===== config.mk =====
export PLATFORM = sky130hd
export DESIGN_NAME = etx_mac_tx
export DESIGN_NICKNAME = d
export VERILOG_FILES = /design/src/rtl/etx_pkg.sv /design/src/rtl/etx_mac_tx.sv
export SDC_FILE = /design/constraint.sdc
export NUM_CORES = 1
export LEC_CHECK = 0
export ABC_AREA = 1
export BUFFER_PORTS_ARGS = -buffer_cell sky130_fd_sc_hd__buf_2
export CORE_MARGIN = 10
export CORE_UTILIZATION = 40
export DETAILED_ROUTE_END_ITERATION = 10
export GPL_TIMING_DRIVEN = 1
export PLACE_DENSITY_LB_ADDON = 0.2
export SYNTH_ARGS = -nofsm -noshare
export SYNTH_HDL_FRONTEND = slang
export SYNTH_SLANG_ARGS = --single-unit

===== constraint.sdc =====
create_clock -name mclk -period 3.4 [get_ports mclk]
set_input_delay 0.68 -clock mclk [delete_from_list [all_inputs] [get_ports mclk]]
set_output_delay 0.68 -clock mclk [all_outputs]
set_load 0.01 [all_outputs]

===== src/rtl/etx_pkg.sv =====
package etx_pkg;
	// How it works
	// - every frame opens with seven preamble bytes 10101010, sent left to right
	// - one delimiter byte 10101011 follows the preamble directly
	// - length/type above 1500 is a type; field goes out high byte first
	// - data shorter than 46 bytes is filled with zero pad bytes
	// - a 32-bit Ethernet CRC over address through data is appended last
	// - start only with transmit enabled and all three halt bits clear
	// - hold the first 64 frame bytes until the medium is acquired
	// - half duplex gap counts 96 bits; traffic in first 64 restarts it
	// - traffic in the last third of the gap does not restart it
	// - after own transmission the gap completes in 96 bits regardless of traffic
	// - full duplex gap starts at own transmission end, ignores traffic
	// - after a collision wait a whole number of 512-bit slots, maybe zero
	// - slots drawn from low min(retries,10) bits of an 11-bit random generator
	// - preamble starts only with data queued, gap valid and MII ready
	// - pad to 64 frame bytes unless short mode; CRC only when enabled
	// - collision in first 72 byte times: stop, jam 32 ones, back off, retry
	// - after 60 clean bytes release the retained frame start to the DMA
	// - parity error, FIFO error or over 16 collisions abandon the frame
	// - FIFO filled on system clock, drained at the sampled transmit clock pace; discard drains on the system clock
	// - start needs transmit enable and eight bytes queued (or a shorter frame's last byte), in either order
	// - the transmit FIFO is empty right after reset

	localparam logic [7:0] REG_CTRL = 8'h00;
	localparam logic [7:0] REG_STAT = 8'h04;
	localparam int CTL_TXEN = 0;
	localparam int CTL_TXHALT = 1;
	localparam int CTL_HALTIMM = 2;
	localparam int CTL_HALTREQ = 3;
	localparam int CTL_FDX = 4;
	localparam int CTL_SHORT = 5;
	localparam int CTL_CRCEN = 6;
	localparam int CTL_W = 7;
	localparam logic [6:0] CTRL_RST = 7'h40;
	localparam int STA_DONE = 0;
	localparam int STA_ABORT = 1;
	localparam int STA_COLL = 2;
	localparam int STA_ATT_LSB = 8;
	localparam int STA_BUSY = 15;
	localparam int STA_AVAIL_LSB = 16;

	localparam int BITS_PER_NIB = 4;
	localparam int GAP_BITS = 96;
	localparam int GAP_HOLD_BITS = 64;
	localparam int SLOT_BITS = 512;
	localparam int JAM_BITS = 32;
	localparam int WIN_BYTES = 72;
	localparam int PRE_BYTES = 7;
	localparam logic [4:0] GAP_NIBS = 5'(GAP_BITS / BITS_PER_NIB);
	localparam logic [4:0] GAP_HOLD_NIBS = 5'(GAP_HOLD_BITS / BITS_PER_NIB);
	localparam logic [16:0] SLOT_NIBS = 17'(SLOT_BITS / BITS_PER_NIB);
	localparam logic [3:0] JAM_NIBS = 4'(JAM_BITS / BITS_PER_NIB);
	localparam logic [7:0] WIN_NIBS = 8'(WIN_BYTES * 2);
	localparam logic [3:0] PRE_LAST = 4'((PRE_BYTES + 1) * 2 - 1);
	localparam logic [3:0] FCS_LAST = 4'h7;
	localparam logic [3:0] PRE_NIB = 4'h5;
	localparam logic [3:0] SFD_NIB = 4'hD;
	localparam logic [3:0] JAM_NIB = 4'hF;
	localparam logic [3:0] IDLE_NIB = 4'h0;

	localparam logic [7:0] RETAIN_BYTES = 8'h40;
	localparam logic [11:0] RELEASE_BYTES = 12'h03C;
	localparam logic [7:0] START_BYTES = 8'h08;
	localparam logic [11:0] MIN_FRAME = 12'h040;
	localparam logic [11:0] CRC_BYTES = 12'h004;
	localparam logic [4:0] MAX_COLL = 5'h10;
	localparam logic [4:0] BACKOFF_LIMIT = 5'h0A;
	localparam logic [10:0] LFSR_SEED = 11'h001;
	localparam logic [31:0] CRC_POLY = 32'hEDB88320;
	localparam logic [31:0] CRC_INIT = 32'hFFFFFFFF;
	localparam int LAST_BIT = 8;
	localparam int PAR_BIT = 9;

	typedef enum logic [2:0] {
		ST_IDLE, ST_PRE, ST_DATA, ST_PAD, ST_FCS, ST_JAM, ST_BACKOFF, ST_DISCARD
	} etx_state_t;
endpackage


===== src/rtl/etx_mac_tx.sv =====
// The placing of the registers and the APB interface to the registers were decided locally.
`timescale 1ns/1ps
module etx_mac_tx import etx_pkg::*; #(
	parameter int FIFO_DEPTH = 80
) (
	// clock and reset
	input logic mclk,
	input logic reset_n,
	// apb slave
	input logic [7:0] paddr,
	input logic psel,
	input logic penable,
	input logic pwrite,
	input logic [31:0] pwdata,
	output logic [31:0] prdata,
	output logic pready,
	output logic pslverr,
	// dma to mac interface
	input logic [7:0] dma_data,
	input logic dma_par,
	input logic dma_last,
	input logic dma_valid,
	output logic dma_ready,
	// mii transmit side
	input logic mii_tx_clk,
	input logic mii_crs,
	input logic mii_col,
	output logic [3:0] mii_txd,
	output logic mii_tx_en
);
	localparam logic [7:0] DEPTH = 8'(FIFO_DEPTH);
	localparam logic [6:0] PTR_LAST = 7'(FIFO_DEPTH - 1);

	etx_state_t st_q;
	logic [CTL_W-1:0] ctrl_q;
	logic [31:0] prdata_q;
	logic pready_q, pslverr_q, dma_ready_q, tx_en_q;
	logic [3:0] txd_q;
	logic clk_s1_q, clk_s2_q, clk_s3_q, crs_s1_q, crs_s2_q, col_s1_q, col_s2_q;
	logic [9:0] mem_q [FIFO_DEPTH];
	logic [6:0] wr_q, rd_q, keep_q, rd_d;
	logic [7:0] avail_q, occ_q, avail_d;
	logic tail_last_q;
	logic pop_q, rewind_q, sync_q, done_q, abort_q, coll_q, released_q, phase_q, own_q;
	logic [9:0] cur_q;
	logic [31:0] crc_q;
	logic [3:0] nib_q, jam_q;
	logic [7:0] win_q;
	logic [11:0] byte_q;
	logic [4:0] att_q, gap_q;
	logic [16:0] bo_q;
	logic [10:0] lfsr_q;
	logic sta_done_q, sta_abort_q, sta_coll_q;

	logic tx_edge, push, in_frame, start_ok, gap_ok, fdx, halted, coll_now;
	logic [9:0] head;
	logic [7:0] byte_out;
	logic [11:0] pad_target;
	logic [9:0] bo_mask;
	logic [4:0] att_n, k_lim;
	logic apb_acc, apb_wr, hit_ctrl, hit_stat;
	logic [31:0] stat_w;

	function automatic logic [31:0] crc_next(input logic [31:0] c, input logic [7:0] b);
		logic [31:0] x;
		x = c;
		for (int i = 0; i < 8; i++) begin
			x = (x[0] ^ b[i]) ? ((x >> 1) ^ CRC_POLY) : (x >> 1);
		end
		return x;
	endfunction

	assign prdata = prdata_q;
	assign pready = pready_q;
	assign pslverr = pslverr_q;
	assign dma_ready = dma_ready_q;
	assign mii_txd = txd_q;
	assign mii_tx_en = tx_en_q;

	// transmit clock and mii status sampled through two flops
	always_ff @(posedge mclk or negedge reset_n) begin
		if (!reset_n) begin
			clk_s1_q <= 1'b0;
			clk_s2_q <= 1'b0;
			clk_s3_q <= 1'b0;
			crs_s1_q <= 1'b0;
			crs_s2_q <= 1'b0;
			col_s1_q <= 1'b0;
			col_s2_q <= 1'b0;
		end else begin
			clk_s1_q <= mii_tx_clk;
			clk_s2_q <= clk_s1_q;
			clk_s3_q <= clk_s2_q;
			crs_s1_q <= mii_crs;
			crs_s2_q <= crs_s1_q;
			col_s1_q <= mii_col;
			col_s2_q <= col_s1_q;
		end
	end

	assign tx_edge = clk_s2_q & ~clk_s3_q;
	assign fdx = ctrl_q[CTL_FDX];
	assign halted = ctrl_q[CTL_TXHALT] | ctrl_q[CTL_HALTIMM] | ctrl_q[CTL_HALTREQ];
	assign push = dma_valid & dma_ready_q;
	assign head = mem_q[rd_q];
	assign in_frame = (st_q == ST_PRE) | (st_q == ST_DATA) | (st_q == ST_PAD) | (st_q == ST_FCS);
	assign gap_ok = (gap_q == GAP_NIBS);
	assign coll_now = tx_edge & in_frame & col_s2_q & ~fdx & (win_q < WIN_NIBS);
	assign byte_out = (st_q == ST_PAD) ? 8'h00 : head[7:0];
	assign pad_target = ctrl_q[CTL_CRCEN] ? (MIN_FRAME - CRC_BYTES) : MIN_FRAME;
	assign att_n = att_q + 5'h01;
	assign k_lim = (att_n < BACKOFF_LIMIT) ? att_n : BACKOFF_LIMIT;
	always_comb begin
		for (int i = 0; i < 10; i++) begin
			bo_mask[i] = (5'(i) < k_lim);
		end
	end

	// start needs enable, no halt, gap, ready mii and queued data
	assign start_ok = ctrl_q[CTL_TXEN] & ~halted & gap_ok & ~col_s2_q & ~(fdx & crs_s2_q)
		& ((avail_q >= START_BYTES) | (tail_last_q & (avail_q != 8'h00)));

	// fifo pointers; the retained start is rewound to on a retry
	always_comb begin
		rd_d = rd_q;
		if (rewind_q) begin
			rd_d = keep_q;
		end else if (pop_q) begin
			rd_d = (rd_q == PTR_LAST) ? 7'h00 : rd_q + 7'h01;
		end
		avail_d = rewind_q ? occ_q + {7'h00, push} : avail_q + {7'h00, push} - {7'h00, pop_q};
	end

	always_ff @(posedge mclk or negedge reset_n) begin
		if (!reset_n) begin
			wr_q <= 7'h00;
			rd_q <= 7'h00;
			keep_q <= 7'h00;
			avail_q <= 8'h00;
			occ_q <= 8'h00;
			tail_last_q <= 1'b0;
			dma_ready_q <= 1'b0;
		end else begin
			if (push) begin
				mem_q[wr_q] <= {dma_par, dma_last, dma_data};
				wr_q <= (wr_q == PTR_LAST) ? 7'h00 : wr_q + 7'h01;
				tail_last_q <= dma_last;
			end
			rd_q <= rd_d;
			avail_q <= avail_d;
			// after release the retained start follows the read side
			if (sync_q | released_q) begin
				keep_q <= rd_d;
				occ_q <= avail_d;
				dma_ready_q <= (avail_d < DEPTH);
			end else begin
				occ_q <= occ_q + {7'h00, push};
				// only the first bytes are accepted until the medium is won
				dma_ready_q <= (occ_q + {7'h00, push} < RETAIN_BYTES);
			end
		end
	end

	// gap timer in nibble times of the transmit clock
	always_ff @(posedge mclk or negedge reset_n) begin
		if (!reset_n) begin
			gap_q <= GAP_NIBS;
			own_q <= 1'b0;
		end else if (tx_en_q) begin
			gap_q <= 5'h00;
			own_q <= 1'b1;
		end else if (tx_edge) begin
			if (!fdx && !own_q && crs_s2_q && (gap_q < GAP_HOLD_NIBS || gap_ok)) begin
				gap_q <= 5'h00;
			end else if (!gap_ok) begin
				gap_q <= gap_q + 5'h01;
			end else begin
				own_q <= 1'b0;
			end
		end
	end

	always_ff @(posedge mclk or negedge reset_n) begin
		if (!reset_n) begin
			lfsr_q <= LFSR_SEED;
		end else begin
			lfsr_q <= {lfsr_q[9:0], lfsr_q[10] ^ lfsr_q[8]};
		end
	end

	// main transmit machine, stepped on each sampled transmit clock edge except in discard, which steps on the system clock
	always_ff @(posedge mclk or negedge reset_n) begin
		if (!reset_n) begin
			st_q <= ST_IDLE;
			txd_q <= IDLE_NIB;
			tx_en_q <= 1'b0;
			{pop_q, rewind_q, sync_q, done_q, abort_q, coll_q} <= 6'h00;
			released_q <= 1'b0;
			phase_q <= 1'b0;
			cur_q <= 10'h000;
			crc_q <= CRC_INIT;
			nib_q <= 4'h0;
			jam_q <= 4'h0;
			win_q <= 8'h00;
			byte_q <= 12'h000;
			att_q <= 5'h00;
			bo_q <= 17'h00000;
		end else begin
			{pop_q, rewind_q, sync_q, done_q, abort_q, coll_q} <= 6'h00;
			if (tx_edge && in_frame && win_q != WIN_NIBS) begin
				win_q <= win_q + 8'h01;
			end
			if (coll_now) begin
				// collision inside the window switches to jam
				st_q <= ST_JAM;
				txd_q <= JAM_NIB;
				jam_q <= 4'h1;
				coll_q <= 1'b1;
			end else begin
				case (st_q)
					ST_IDLE: begin
						if (tx_edge) begin
							txd_q <= IDLE_NIB;
							tx_en_q <= 1'b0;
							if (start_ok) begin
								st_q <= ST_PRE;
								txd_q <= PRE_NIB;
								tx_en_q <= 1'b1;
								nib_q <= 4'h1;
								win_q <= 8'h01;
								byte_q <= 12'h000;
								phase_q <= 1'b0;
								cur_q <= 10'h000;
								crc_q <= CRC_INIT;
							end
						end
					end
					ST_PRE: begin
						if (tx_edge) begin
							txd_q <= (nib_q == PRE_LAST) ? SFD_NIB : PRE_NIB;
							nib_q <= nib_q + 4'h1;
							if (nib_q == PRE_LAST) begin
								st_q <= ST_DATA;
							end
						end
					end
					ST_DATA, ST_PAD: begin
						if (tx_edge && !phase_q) begin
							if (st_q == ST_DATA && avail_q == 8'h00) begin
								tx_en_q <= 1'b0;
								txd_q <= IDLE_NIB;
								abort_q <= 1'b1;
								st_q <= ST_DISCARD;
							end else if (st_q == ST_DATA && !(head[PAR_BIT] ^ (^head[7:0]))) begin
								// odd parity over data and parity bit; end marker not covered
								pop_q <= 1'b1;
								tx_en_q <= 1'b0;
								txd_q <= IDLE_NIB;
								abort_q <= 1'b1;
								released_q <= 1'b0;
								sync_q <= head[LAST_BIT];
								st_q <= head[LAST_BIT] ? ST_IDLE : ST_DISCARD;
								att_q <= 5'h00;
							end else begin
								// bytes pass in queue order, pad is zero, both feed crc
								pop_q <= (st_q == ST_DATA);
								if (st_q == ST_DATA) begin
									cur_q <= head;
								end
								txd_q <= byte_out[3:0];
								crc_q <= crc_next(crc_q, byte_out);
								phase_q <= 1'b1;
							end
						end else if (tx_edge) begin
							txd_q <= (st_q == ST_PAD) ? IDLE_NIB : cur_q[7:4];
							byte_q <= byte_q + 12'h001;
							phase_q <= 1'b0;
							// release once the first bytes left cleanly
							if (byte_q + 12'h001 == RELEASE_BYTES) begin
								released_q <= 1'b1;
							end
							if (cur_q[LAST_BIT]) begin
								// pad to the minimum unless short mode, crc if enabled
								if (!ctrl_q[CTL_SHORT] && byte_q + 12'h001 < pad_target) begin
									st_q <= ST_PAD;
								end else if (ctrl_q[CTL_CRCEN]) begin
									st_q <= ST_FCS;
									nib_q <= 4'h0;
								end else begin
									st_q <= ST_IDLE;
									done_q <= 1'b1;
									sync_q <= 1'b1;
									released_q <= 1'b0;
									att_q <= 5'h00;
								end
							end
						end
					end
					ST_FCS: begin
						if (tx_edge) begin
							txd_q <= ~crc_q[3:0];
							crc_q <= {4'h0, crc_q[31:4]};
							nib_q <= nib_q + 4'h1;
							if (nib_q == FCS_LAST) begin
								st_q <= ST_IDLE;
								done_q <= 1'b1;
								sync_q <= 1'b1;
								released_q <= 1'b0;
								att_q <= 5'h00;
							end
						end
					end
					ST_JAM: begin
						if (tx_edge) begin
							if (jam_q == JAM_NIBS) begin
								tx_en_q <= 1'b0;
								txd_q <= IDLE_NIB;
								if (released_q || att_q == MAX_COLL) begin
									// no retry past the limit or after release
									abort_q <= 1'b1;
									att_q <= 5'h00;
									released_q <= 1'b0;
									sync_q <= cur_q[LAST_BIT];
									st_q <= cur_q[LAST_BIT] ? ST_IDLE : ST_DISCARD;
								end else begin
									// back-off of r slots, r from the low k bits
									att_q <= att_n;
									bo_q <= 17'(lfsr_q[9:0] & bo_mask) * SLOT_NIBS;
									rewind_q <= 1'b1;
									st_q <= ST_BACKOFF;
								end
							end else begin
								txd_q <= JAM_NIB;
								jam_q <= jam_q + 4'h1;
							end
						end
					end
					ST_BACKOFF: begin
						if (tx_edge) begin
							if (bo_q == 17'h00000) begin
								st_q <= ST_IDLE;
							end else begin
								bo_q <= bo_q - 17'h00001;
							end
						end
					end
					ST_DISCARD: begin
						// drop the rest of the abandoned frame, one byte per two cycles
						if (!pop_q && avail_q != 8'h00) begin
							pop_q <= 1'b1;
							if (head[LAST_BIT]) begin
								st_q <= ST_IDLE;
								sync_q <= 1'b1;
								released_q <= 1'b0;
								att_q <= 5'h00;
							end
						end
					end
					default: begin
						st_q <= ST_IDLE;
					end
				endcase
			end
		end
	end

	// apb slave: one wait state, registered answer
	assign apb_acc = psel & penable & ~pready_q;
	assign apb_wr = psel & penable & pready_q & pwrite;
	assign hit_ctrl = (paddr == REG_CTRL);
	assign hit_stat = (paddr == REG_STAT);
	always_comb begin
		stat_w = 32'h00000000;
		stat_w[STA_DONE] = sta_done_q;
		stat_w[STA_ABORT] = sta_abort_q;
		stat_w[STA_COLL] = sta_coll_q;
		stat_w[STA_ATT_LSB +: 5] = att_q;
		stat_w[STA_BUSY] = (st_q != ST_IDLE);
		stat_w[STA_AVAIL_LSB +: 8] = avail_q;
	end

	always_ff @(posedge mclk or negedge reset_n) begin
		if (!reset_n) begin
			pready_q <= 1'b0;
			pslverr_q <= 1'b0;
			prdata_q <= 32'h00000000;
		end else begin
			pready_q <= apb_acc;
			pslverr_q <= apb_acc & ~hit_ctrl & ~hit_stat;
			if (apb_acc) begin
				prdata_q <= hit_ctrl ? {25'h0000000, ctrl_q} : (hit_stat ? stat_w : 32'h00000000);
			end
		end
	end

	// control register steers the machine; sticky status set wins over clear
	always_ff @(posedge mclk or negedge reset_n) begin
		if (!reset_n) begin
			ctrl_q <= CTRL_RST;
			sta_done_q <= 1'b0;
			sta_abort_q <= 1'b0;
			sta_coll_q <= 1'b0;
		end else begin
			if (apb_wr && hit_ctrl) begin
				ctrl_q <= pwdata[CTL_W-1:0];
			end
			sta_done_q <= done_q | (sta_done_q & ~(apb_wr & hit_stat & pwdata[STA_DONE]));
			sta_abort_q <= abort_q | (sta_abort_q & ~(apb_wr & hit_stat & pwdata[STA_ABORT]));
			sta_coll_q <= coll_q | (sta_coll_q & ~(apb_wr & hit_stat & pwdata[STA_COLL]));
		end
	end
endmodule


==> impl_metrics.tcl <==
set metrics [dict create \
    outcome "complete, but fails checks" \
    violations "setup timing" \
    clk_pin_slew_worst_paths_ns 0.06 \
    layout_common_cells "868 x nand2_1, 800 x edfxtp_1, 642 x nor2_1" \
    power.density_nw_per_um2 455 \
    ir_worst_vdd_uv 391 \
    viasPerCell 5.16 \
    cts_max_level 3 \
    io_pins 99 \
    n_fill_cell 10100 \
    rsz0062_at_grt "yes" \
    crit_path_end "crc_q[9]" \
    cts_buffers 107 \
    die_w_um 355 \
    synth-seq-cells 999 \
    dp.cells 6163 \
    dieArea_um2 126000 \
    core_um2 111000 \
    cp_max_fo 17 \
    clk-insertion-delay-late_ns 0.69 \
    synth_top_family_by_area "simple AND/OR/NAND/NOR gates" \
    initial_core_util 0.404 \
    fin_crit_ns 3.49 \
    cp.arrival_ns 4.10 \
    areaGrowthSynthToFinish_pct 24.5 \
    critPathKind "register to register" \
    finalCritPeriodShare 1.03 \
    grt_antenna_before_repair 0 \
    synth_edf_count 800 \
    fin_cells 6465 \
    drtAntennaViolNets 0 \
    grt_pass1_wl_um 196000 \
    cp-start-kind "register" \
    drt_iter0_drc 2588 \
    syn_area_per_cell_um2 10.1 \
    dr.pass1.iters 6 \
    finalSetupViolCount 35 \
    async_flop_share 0.199 \
    reg2reg_to "crc_q[9]" \
    wl_per_cell_um 20.0 \
    final_common_cell "nand2_1" \
    nets 4979 \
    root_buffer "clkbuf_16" \
    vias 33400 \
    grt_pass1_vias 32400 \
    die_h_um 355 \
    drive_above_1_share 0.209 \
    drc 0 \
    finalHoldViolCount 0 \
    clock_sinks 999 \
    yosysUniqueCellTypes 54 \
    maxSlewViolCount 0 \
    synth-xor-area-share 0.0111 \
    antenna_cells 0 \
    grt_max_degree 117 \
    clock_skew_ns 0.0417 \
    synth_warnings 0 \
    synth_fa_ha_area_frac 0.00939 \
    syn_inst 4444 \
    clockBufferDepth 3 \
    timing.critical_path.required_ns 4.01 \
    reg2reg_slack_ns -0.09 \
    slew_headroom 0.317 \
    synth_flop_cell "edfxtp_1" \
    rows 122 \
    layout_setup_ws_ns -0.0882 \
    synth_area_um2 44800 \
    postCtsHoldBufs 0 \
    worst_pin_slew_ns 1.03 \
    synthMuxAreaShare 0.000726 \
    dpl.hpwl_um 79800 \
    cp-end-kind "register" \
    p_leak_uw 0.0223 \
    track_usage 0.198 \
    synth_compound_area_frac 0.0790 \
    cap_viol_max_count 0 \
    cts_tree "done" \
    fin_hold_ws_ns 0.0928 \
    synthSimpleGateAreaFrac 0.195 \
    r2r-start "rd_q[1]" \
    yosysSeqAreaShare 0.649 \
    fmax_mhz 287 \
    holdCritPathClass "input pin to register" \
    gr-total-overflow 0 \
    port_buffers 62 \
    crit_start "rd_q[1]" \
    wl_um 129000 \
    ff2ff_path_depth 25 \
    gp_congestion 0.877 \
]
[synth_stat cells (all sizes together), types with 32 or more instances]
| cell type | number | share of area |
|---|---|---|
| a21oi | 76 | 0.0085 |
| buf | 145 | 0.020 |
| clkbuf | 66 | 0.0055 |
| dfrtp | 163 | 0.091 |
| dfstp | 36 | 0.021 |
| edfxtp | 800 | 0.54 |
| ha | 32 | 0.0089 |
| inv | 358 | 0.030 |
| nand2 | 1005 | 0.085 |
| nand3 | 370 | 0.041 |
| nor2 | 686 | 0.058 |
| o211ai | 51 | 0.0085 |
| o21ai | 419 | 0.047 |
| xor2 | 47 | 0.0092 |
[area by class of cell]
| cell class | instances | area [um^2] | share of cell area |
|---|---|---|---|
| clock buffers | 149 | 2960 | 0.0531 |
| clock inverters | 50 | 526 | 0.00943 |
| inverters | 364 | 1430 | 0.0256 |
| multi-input cells | 2881 | 14500 | 0.259 |
| flip-flops and latches | 999 | 29100 | 0.521 |
| well taps | 1488 | 1860 | 0.0334 |
| repair buffers | 532 | 5430 | 0.0974 |
| repair inverters | 2 | 25.0 | 0.000449 |
[state kept, by name, summed over array words and instances (netlist names), 8 cells and up]
signal   flops
avail_q      8
bo_q        17
byte_q      12
crc_q       32
lfsr_q      11
mem_q      800
occ_q        8
prdata      21
win_q        8
[cells by family after synthesis]
kind of cell	after synthesis
other	1
buffers and inverters	575
AOI/OAI and AO/OA	635
and+or+nand+nor	2141
DFF	999
muxes	3
adders and majority gates	33
xor gates and xnor gates	57
[critical path, cell delays in order, from the launching register on]
cell and delay [ns]:
dfrtp_4 0.59, clkinv_8 0.15, buf_4 0.16, buf_6 0.16
buf_4 0.19, nor2_1 0.10, o21ai_1 0.07, nand3_1 0.17
o2111ai_1 0.13, nand2_1 0.09, nor2_1 0.07, nor2_2 0.20
buf_4 0.13, nand2_1 0.04, nand2_1 0.07, nand2_1 0.06
nand2_2 0.08, inv_2 0.04, nand2_2 0.07, nand2_4 0.08
o21ai_4 0.20, nand2_4 0.15, clkinv_8 0.12, buf_12 0.12
o21ai_1 0.06, o21ai_1 0.10
[where the power goes]
group          switching, uW  leakage, uW  internal (uW)  total, uW
Combinational            342       0.0109           93.6        436
Sequential              40.1      0.00972          13300      13300
Clock                   4760      0.00170           6880      11600
[metrics by stage]
stage | worst slack, ns | power [uW] | util | instance area [um^2] | setup TNS [ns]
floorplan | 0.495 | 13700 | - | 44800 | 0
global placement | -0.356 | 14000 | 0.443 | 49200 | -11.53
detailed placement | -0.390 | 14000 | 0.443 | 49200 | -12.66
CTS | -0.0488 | 25600 | 0.490 | 54300 | -0.364
global route | -0.301 | 26200 | 0.502 | 55800 | -11.50
finish | -0.0882 | 25400 | 0.502 | 55800 | -1.61
[worst min path at each step]
stage | from | end | slack (ns) | cells after the start
final | mii_col | col_s1_q | 0.09 | 1
after global routing | mii_col | col_s1_q | 0.07 | 1
after CTS | mii_col | col_s1_q | 0.04 | 1
after detailed placement | crs_s1_q | crs_s2_q | 0.34 | 0
after global placement | crs_s1_q | crs_s2_q | 0.34 | 0
after floorplan | clk_s1_q | clk_s2_q | 0.33 | 0
[per-layer routing]
layer / vias to the layer above / part of all wire / GRT usage
met2: 928 / 0.48 / 0.328
li1: 15900 / - / -
met1: 16300 / 0.44 / 0.272
met4: 0 / 0.024 / 0.0580
met3: 185 / 0.055 / 0.0242
met5: - / 0 / 0
[what timing repair did]
item,in CTS,in global routing
setup buffers,45,26
gates cloned,17,17
gates resized for setup,231,289
pin swaps,28,54
setup endpoints to repair,52,66
Note: power is estimated with default switching activity, not from simulation.
